`src/drm_pkg.sv`:
```
// fault reason codes, register map and carrier types for the dma remap fault encoder
// assumes a single core clock domain shared with the table walker
package drm_pkg;

  // ******************************************************
  // fault reason encodings
  // ******************************************************
  localparam logic [7:0] RSN_NONE = 8'h00;
  localparam logic [7:0] RSN_ROOT_NP = 8'h01;
  localparam logic [7:0] RSN_CTX_NP = 8'h02;
  localparam logic [7:0] RSN_CTX_BAD = 8'h03;
  localparam logic [7:0] RSN_ADDR_RANGE = 8'h04;
  localparam logic [7:0] RSN_NO_WRITE = 8'h05;
  localparam logic [7:0] RSN_NO_READ = 8'h06;
  localparam logic [7:0] RSN_PT_FETCH = 8'h07;
  localparam logic [7:0] RSN_ROOT_FETCH = 8'h08;
  localparam logic [7:0] RSN_CTX_FETCH = 8'h09;
  localparam logic [7:0] RSN_ROOT_RSVD = 8'h0a;
  localparam logic [7:0] RSN_CTX_RSVD = 8'h0b;

  // ******************************************************
  // register map (byte offsets) and fields
  // ******************************************************
  localparam logic [7:0] OFS_CFG = 8'h00;
  localparam logic [7:0] OFS_SUPPORT = 8'h04;
  localparam logic [7:0] OFS_STATUS = 8'h08;
  localparam logic [7:0] OFS_MASK = 8'h0c;
  localparam logic [7:0] OFS_LAST = 8'h10;
  localparam int CFG_ZLR_BIT = 8;
  localparam int SUP_TT_LSB = 8;
  localparam int LAST_CNT_LSB = 16;
  localparam int ST_FAULT = 0;
  localparam int ST_FETCH = 1;
  localparam int ST_PERM = 2;
  localparam int ST_W = 3;

  // address width field: width = base + step * value
  localparam int AW_BASE = 30;
  localparam int AW_STEP = 9;
  localparam int AW_CODES = 5;
  localparam int TT_CODES = 4;

  // ******************************************************
  // carriers
  // ******************************************************
  typedef struct packed {
    logic valid;
    logic is_read;
    logic is_write;
    logic is_atomic;
    logic zero_len;
    logic [63:0] addr;
    logic root_fetch_err;
    logic root_present;
    logic root_rsvd_nz;
    logic ctx_fetch_err;
    logic ctx_present;
    logic ctx_rsvd_nz;
    logic [2:0] address_width_field;
    logic [1:0] translation_type_field;
    logic asr_fetch_err;
    logic pt_fetch_err;
    logic pte_read;
    logic pte_write;
  } drm_walk_t;

  typedef struct packed {
    logic [6:0] max_guest_addr_width;
    logic zero_len_read_cap;
    logic [AW_CODES-1:0] aw_sup;
    logic [TT_CODES-1:0] tt_sup;
  } drm_cfg_t;

  typedef struct packed {
    logic valid;
    logic [7:0] code;
  } drm_fault_t;

  typedef struct packed {
    logic wr;
    logic rd;
    logic [7:0] addr;
    logic [31:0] wdata;
  } drm_bus_req_t;

endpackage : drm_pkg

```
`src/drm_fault_enc.sv`:
```
// fault reason encoder top: registers the reason of each walk, keeps config and status registers
// assumes the walker and the register master share core_clk_i
//
// The implementer's own choices: the address-and-strobe port and the address map.
`timescale 1ns/1ps

module drm_fault_enc #(
  parameter logic [6:0] MAX_GUEST_ADDR_WIDTH = 7'd48,
  parameter logic [drm_pkg::AW_CODES-1:0] AW_SUP = 5'h04,
  parameter logic [drm_pkg::TT_CODES-1:0] TT_SUP = 4'h5
) (
  // clock and reset
  input wire logic core_clk_i,
  input wire logic reset_i,
  // walk results
  input wire drm_pkg::drm_walk_t walk_i,
  // register port
  input wire drm_pkg::drm_bus_req_t bus_i,
  output logic [31:0] rd_data_o,
  // fault report and interrupt
  output drm_pkg::drm_fault_t fault_o,
  output logic irq_o
);
  import drm_pkg::*;

  // ******************************************************
  // state
  // ******************************************************
  typedef struct packed {
    drm_cfg_t cfg;
    logic [ST_W-1:0] status;
    logic [ST_W-1:0] mask;
    logic [7:0] last_code;
    logic [15:0] count;
    drm_fault_t fault;
    logic irq;
    logic [31:0] rd_data;
  } drm_state_t;

  drm_state_t st;
  drm_state_t next_st;
  logic [7:0] sel_code;
  logic [ST_W-1:0] ev;
  logic [ST_W-1:0] clr;
  logic [ST_W-1:0] next_status;

  drm_reason_sel u_sel (
    .walk_i(walk_i),
    .cfg_i(st.cfg),
    .code_o(sel_code)
  );

  // ******************************************************
  // next state
  // ******************************************************
  always_comb begin
    next_st = st;
    ev = '0;
    clr = '0;
    // report on the cycle after the walk, one code per request
    next_st.fault.valid = walk_i.valid && (sel_code != RSN_NONE);
    next_st.fault.code = walk_i.valid ? sel_code : RSN_NONE;
    if (next_st.fault.valid) begin
      next_st.last_code = sel_code;
      next_st.count = st.count + 16'h0001;
      ev[ST_FAULT] = 1'b1;
      ev[ST_FETCH] = (sel_code == RSN_ROOT_FETCH) || (sel_code == RSN_CTX_FETCH)
                     || (sel_code == RSN_PT_FETCH) || ((sel_code == RSN_CTX_BAD) && walk_i.asr_fetch_err);
      ev[ST_PERM] = (sel_code == RSN_NO_WRITE) || (sel_code == RSN_NO_READ);
    end
    if (bus_i.wr) begin
      case (bus_i.addr)
        OFS_CFG: begin
          next_st.cfg.max_guest_addr_width = bus_i.wdata[6:0];
          next_st.cfg.zero_len_read_cap = bus_i.wdata[CFG_ZLR_BIT];
        end
        OFS_SUPPORT: begin
          next_st.cfg.aw_sup = bus_i.wdata[AW_CODES-1:0];
          next_st.cfg.tt_sup = bus_i.wdata[SUP_TT_LSB +: TT_CODES];
        end
        OFS_STATUS: clr = bus_i.wdata[ST_W-1:0];
        OFS_MASK: next_st.mask = bus_i.wdata[ST_W-1:0];
        default: ;
      endcase
    end
    // a new event outlives a clear in the same cycle
    next_status = (st.status & ~clr) | ev;
    next_st.status = next_status;
    next_st.irq = |(next_status & st.mask);
    next_st.rd_data = 32'h0;
    if (bus_i.rd) begin
      case (bus_i.addr)
        OFS_CFG: begin
          next_st.rd_data[6:0] = st.cfg.max_guest_addr_width;
          next_st.rd_data[CFG_ZLR_BIT] = st.cfg.zero_len_read_cap;
        end
        OFS_SUPPORT: begin
          next_st.rd_data[AW_CODES-1:0] = st.cfg.aw_sup;
          next_st.rd_data[SUP_TT_LSB +: TT_CODES] = st.cfg.tt_sup;
        end
        OFS_STATUS: next_st.rd_data[ST_W-1:0] = st.status;
        OFS_MASK: next_st.rd_data[ST_W-1:0] = st.mask;
        OFS_LAST: begin
          next_st.rd_data[7:0] = st.last_code;
          next_st.rd_data[LAST_CNT_LSB +: 16] = st.count;
        end
        default: next_st.rd_data = 32'h0;
      endcase
    end
  end

  // ******************************************************
  // registers
  // ******************************************************
  always_ff @(posedge core_clk_i or posedge reset_i) begin
    if (reset_i) begin
      st <= '0;
      st.cfg.max_guest_addr_width <= MAX_GUEST_ADDR_WIDTH;
      st.cfg.aw_sup <= AW_SUP;
      st.cfg.tt_sup <= TT_SUP;
    end else begin
      st <= next_st;
    end
  end

  assign rd_data_o = st.rd_data;
  assign fault_o = st.fault;
  assign irq_o = st.irq;

  // ******************************************************
  // checks
  // ******************************************************
  logic root_ok;
  logic ctx_ok;
  logic cfg_ok;
  logic range_ok;
  logic pt_ok;
  logic [6:0] chk_aw;
  logic [6:0] chk_x;

  always_comb begin
    chk_aw = 7'(AW_BASE + AW_STEP * int'(walk_i.address_width_field));
    chk_x = (chk_aw < st.cfg.max_guest_addr_width) ? chk_aw : st.cfg.max_guest_addr_width;
    root_ok = walk_i.valid && !walk_i.root_fetch_err && walk_i.root_present && !walk_i.root_rsvd_nz;
    ctx_ok = root_ok && !walk_i.ctx_fetch_err && walk_i.ctx_present && !walk_i.ctx_rsvd_nz;
    cfg_ok = ctx_ok && (int'(walk_i.address_width_field) < AW_CODES)
             && st.cfg.aw_sup[walk_i.address_width_field]
             && st.cfg.tt_sup[walk_i.translation_type_field] && !walk_i.asr_fetch_err;
    // a limit of 64 bits or more can never be overrun
    range_ok = cfg_ok && ((chk_x >= 7'h40) || ((walk_i.addr >> chk_x) == 64'h0));
    pt_ok = range_ok && !walk_i.pt_fetch_err;
  end
endmodule : drm_fault_enc

```
`src/drm_reason_sel.sv`:
```
// combinational choice of one fault reason for a finished table walk
// assumes the walk record is stable while valid is high
`timescale 1ns/1ps

module drm_reason_sel (
  // walk record and configuration
  input wire drm_pkg::drm_walk_t walk_i,
  input wire drm_pkg::drm_cfg_t cfg_i,
  // chosen reason, zero when the request passes
  output logic [7:0] code_o
);
  import drm_pkg::*;

  logic [6:0] aw_bits;
  logic [6:0] lim_bits;
  logic aw_ok;
  logic tt_ok;
  logic over;
  logic zlr_skip;

  always_comb begin
    aw_ok = (int'(walk_i.address_width_field) < AW_CODES) && cfg_i.aw_sup[walk_i.address_width_field];
    tt_ok = cfg_i.tt_sup[walk_i.translation_type_field];
    aw_bits = 7'(AW_BASE + AW_STEP * int'(walk_i.address_width_field));
    lim_bits = (aw_bits < cfg_i.max_guest_addr_width) ? aw_bits : cfg_i.max_guest_addr_width;
    over = (lim_bits < 7'h40) && ((walk_i.addr >> lim_bits) != 64'h0);
    zlr_skip = cfg_i.zero_len_read_cap && walk_i.zero_len && walk_i.is_read && !walk_i.is_atomic
               && walk_i.pte_write;
    // walk order sets priority, so only the first failing check is reported
    code_o = RSN_NONE;
    if (walk_i.root_fetch_err) code_o = RSN_ROOT_FETCH;
    else if (!walk_i.root_present) code_o = RSN_ROOT_NP;
    else if (walk_i.root_rsvd_nz) code_o = RSN_ROOT_RSVD;
    else if (walk_i.ctx_fetch_err) code_o = RSN_CTX_FETCH;
    else if (!walk_i.ctx_present) code_o = RSN_CTX_NP;
    else if (walk_i.ctx_rsvd_nz) code_o = RSN_CTX_RSVD;
    else if (!aw_ok || !tt_ok) code_o = RSN_CTX_BAD;
    else if (walk_i.asr_fetch_err) code_o = RSN_CTX_BAD;
    else if (over) code_o = RSN_ADDR_RANGE;
    else if (walk_i.pt_fetch_err) code_o = RSN_PT_FETCH;
    else if ((walk_i.is_write || walk_i.is_atomic) && !walk_i.pte_write) code_o = RSN_NO_WRITE;
    else if ((walk_i.is_read || walk_i.is_atomic) && !walk_i.pte_read && !zlr_skip) begin
      code_o = RSN_NO_READ;
    end
  end

endmodule : drm_reason_sel

```
`config.mk`:
```
export PLATFORM = sky130hd
export DESIGN_NAME = drm_fault_enc
export DESIGN_NICKNAME = d
export VERILOG_FILES = /design/src/drm_pkg.sv /design/src/drm_fault_enc.sv /design/src/drm_reason_sel.sv
export SDC_FILE = /design/constraint.sdc
export NUM_CORES = 1
export LEC_CHECK = 0
export BUFFER_PORTS_ARGS = -buffer_cell sky130_fd_sc_hd__buf_2
export CAP_MARGIN = 20
export CORE_MARGIN = 3
export CORE_UTILIZATION = 41
export CTS_CLUSTER_DIAMETER = 200
export DETAILED_ROUTE_END_ITERATION = 7
export SYNTH_ARGS = -nofsm -noshare
export SYNTH_HDL_FRONTEND = slang
export SYNTH_SLANG_ARGS = --single-unit
```
`constraint.sdc`:
```
create_clock -name core_clk_i -period 5.05 [get_ports core_clk_i]
set_clock_uncertainty 0.05 [all_clocks]
set_input_delay 1.2625 -clock core_clk_i [delete_from_list [all_inputs] [get_ports core_clk_i]]
set_output_delay 1.2625 -clock core_clk_i [all_outputs]
set_load 0.005 [all_outputs]
```
==> impl_metrics.env <==
export IMPL_status="finished, violations left"
export IMPL_violations="setup timing"
export IMPL_setup_slack_ns=-1.274
export IMPL_die_area_mm2=0.01919
export IMPL_power_uw=2881
export IMPL_setup_viol=28
export IMPL_io_buffers=139
export IMPL_worstSetupPathType="input pin to register"
export IMPL_critPathCaptureType="register"
export IMPL_crit_slowest_cell="ha_2"
export IMPL_whs_ns=0.4148
export IMPL_fin_crit_sh_pct=125.2
export IMPL_drive_above_1_share_pct=44.95
export IMPL_synthesis_area_mm2=0.007201
export IMPL_synth_edf_count=0
export IMPL_final_common_cell="buf_4"
export IMPL_clk_pin_slew_ns=0.06
export IMPL_synthFlopType="dfrtp_1"
export IMPL_period_needed_ns=6.324
export IMPL_antenna_found_initial=0
export IMPL_core_area_mm2=0.01688
export IMPL_die_w_um=138.5
export IMPL_start_util_pct=42.66
export IMPL_dr_pass1_iters=5
export IMPL_first_global_vias=7896
export IMPL_slew_headroom_pct=52.39
export IMPL_crit_top_cell="buf_4"
export IMPL_powerDensity_mw_per_mm2=277.2
export IMPL_layout_nets=1276
export IMPL_io_pins=170
export IMPL_cts_hold_buffers=0
export IMPL_clock_path_buffers=2
export IMPL_crit_required_ns=5.21
export IMPL_cts_made_buffers=9
export IMPL_worst_r2r_setup_slack_ns=0.18
export IMPL_drt_iter0_markers=904
export IMPL_layout_common_cells="171 x buf_4, 138 x buf_2, 71 x dfrtp_1"
export IMPL_clk_latency_ns=0.33
export IMPL_rows=47
export IMPL_grt_max_degree=52
export IMPL_drv_cap=0
export IMPL_ant_nets=0
export IMPL_ys_ff_latch=76
export IMPL_worstMarginPinSlew_ns=0.7117
export IMPL_grt_total_usage_pct=26.69
export IMPL_syn_inst=866
export IMPL_final_setup_tns_ns=-30.76
export IMPL_hold_path_startpoint="st[57]"
export IMPL_path_max_fanout=11
export IMPL_crit_family="compound AO/OA/AOI/OAI gates"
export IMPL_final_fill_count=1482
export IMPL_hold_viol_final=0
export IMPL_hold_path_class="register to register"
export IMPL_gp_congestion=0.9467
export IMPL_cp_buffers_inverters=7
export IMPL_fin_util_pct=61.58
export IMPL_rsz0062_at_grt="true"
export IMPL_holdPathEnd="st[57]"
export IMPL_htreeDepth=3
export IMPL_irDropWorstVdd_uv=195.4
export IMPL_cts_sinks=76
export IMPL_routed_via_density=6.046
export IMPL_ys_warn_count=0
export IMPL_cts_root_buf="clkbuf_16"
export IMPL_overflow=0
export IMPL_dpl_worst_slack_ns=-1.866
export IMPL_ys_types=94
export IMPL_hold_depth=1
export IMPL_diodes=0
export IMPL_ys_seq_area_share_pct=26.50
export IMPL_critical_path_reg2reg_startpoint="st[86]"
export IMPL_start_kind="input pin"
export IMPL_area_delta_synth_final_pct=44.34
export IMPL_worstPathArrival_ns=6.48
export IMPL_r2r_end="irq_o"
export IMPL_reg2reg_depth=19
export IMPL_slowest_delay_ns=0.36
export IMPL_final_max_slew_viol_count=0
export IMPL_max_freq_ghz=0.1581
export IMPL_avgSynthCellArea_um2=8.315
export IMPL_routed_wl_um=27350
export IMPL_grt_pass1_wl_um=42320
export IMPL_power_leakage_uw=0.004770
export IMPL_dp_hpwl_um=19820
export IMPL_via_count=8216
export IMPL_wl_per_cell_um=20.12
export IMPL_cts_tree="yes"
export IMPL_drc_errors=0
export IMPL_die_h_um=138.5
export IMPL_synthArstFlopShare_pct=100.0
[how the worst max path moves through the flow]
| stage | to | startpoint | depth (start not counted) |
|---|---|---|---|
| 6_report | irq_o | walk_i[8] | 28 |
| 2_1_floorplan | st[54] | walk_i[8] | 27 |
| 3_5_place_dp | irq_o | walk_i[8] | 24 |
| 4_1_cts | irq_o | walk_i[8] | 24 |
| 3_3_place_gp | irq_o | walk_i[8] | 25 |
| 5_1_grt | irq_o | walk_i[8] | 25 |
[layer usage]
metal	GRT usage [%]	vias up	share of wire [%]
met1	36.88	3959	42
li1	-	3780	-
met5	0	-	0
met2	43.11	411	48
met4	6.604	0	2.4
met3	5.387	66	7.7
[cell usage after synthesis, types with 5 or more instances]
library cell  number  area (um2)
mux2_2            30       337.8
and3_1            30       187.7
inv_1             35       131.4
nor4_1            12       75.07
dfstp_2            5       131.4
a21oi_1           43       215.2
a221oi_1          10       87.58
nor2_1            64       240.2
a21o_1            10       75.07
ha_1              13       162.7
nand2b_1           6       37.54
and2_1             8       50.05
o221ai_1           7       61.31
a211oi_1          19       142.6
o21a_1             8       60.06
nand3_1           47       235.2
o31ai_1            5       37.54
o2111ai_1          5       43.79
buf_2             12       60.06
nand4_1           17       106.4
buf_4             43       322.8
nor3_1            28       140.1
o32ai_1            6       52.55
a31oi_1            5       31.28
mux2i_1           34       340.3
nand2_1           58       217.7
buf_1              6       22.52
o21ai_0           43       215.2
o211ai_1          20       150.1
o22ai_1            8       50.05
dfrtp_1           71        1777
clkbuf_1          28       105.1
xnor2_1           14       122.6
[worst register-to-register path, stage by stage (launching register included)]
cell and delay, ns:
dfstp_2 0.57, inv_1 0.10, ha_4 0.26, a21o_4 0.23, a211oi_4 0.27, buf_4 0.15
o21ai_2 0.05, nand2_2 0.08, buf_12 0.16, mux2_2 0.39, o32ai_4 0.34, nand2_2 0.13
o41ai_4 0.31, o221ai_2 0.22, nor3_4 0.27, nand4_1 0.18, a311oi_2 0.29, nand2_1 0.13
a32o_2 0.27, a221o_1 0.29
[timing repair]
item                                    4_1_cts  5_1_grt
endpoints found under the setup margin       28       28
gates cloned                                  3        1
pin swaps                                    38       12
buffers inserted                             19       13
gates resized for setup                      51       48
[state kept, by name, indices dropped and copies added (netlist names)]
signal	count
st	43
irq_o	1
rd_data_o	27
fault_o	5
[power breakdown]
part / switching (uW) / internal [uW]
registers: 43.6 / 651
clock network: 235 / 410
logic: 819 / 723
total: 1100 / 1780
[cells by family (layout without fill, tap and decap cells)]
kind of cell | count (synthesis) | after routing | share of synthesized area, %
AND/OR/NAND/NOR | 296 | 299 | 20.96
flip-flops | 76 | 76 | 26.50
multiplexers | 72 | 73 | 11.50
other | 1 | 9 | 0.05208
buffers and inverters | 128 | 389 | 9.400
AO/OA/AOI/OAI | 261 | 261 | 26.86
adder cells (fa/ha/maj) | 14 | 14 | 2.537
XOR/XNOR | 18 | 18 | 2.189
[through the flow]
step                      cells  instance area [um2]
final                      1359                10390
after global routing       1359                10390
after CTS                  1343                10010
after detailed placement   1305                 9273
after global placement     1305                 9273
after floorplan             874                 7535
[cell type report]
type	instances	area [um2]	area share, %
sequential	76	1908	18.36
timing repair buffer	337	2404	23.13
multi-input combinational	674	5346	51.44
clock inverter	3	45.04	0.4334
tap	220	275.3	2.648
clock buffer	13	260.3	2.504
inverter	36	155.1	1.493
Note: power is estimated with default switching activity, not from simulation.
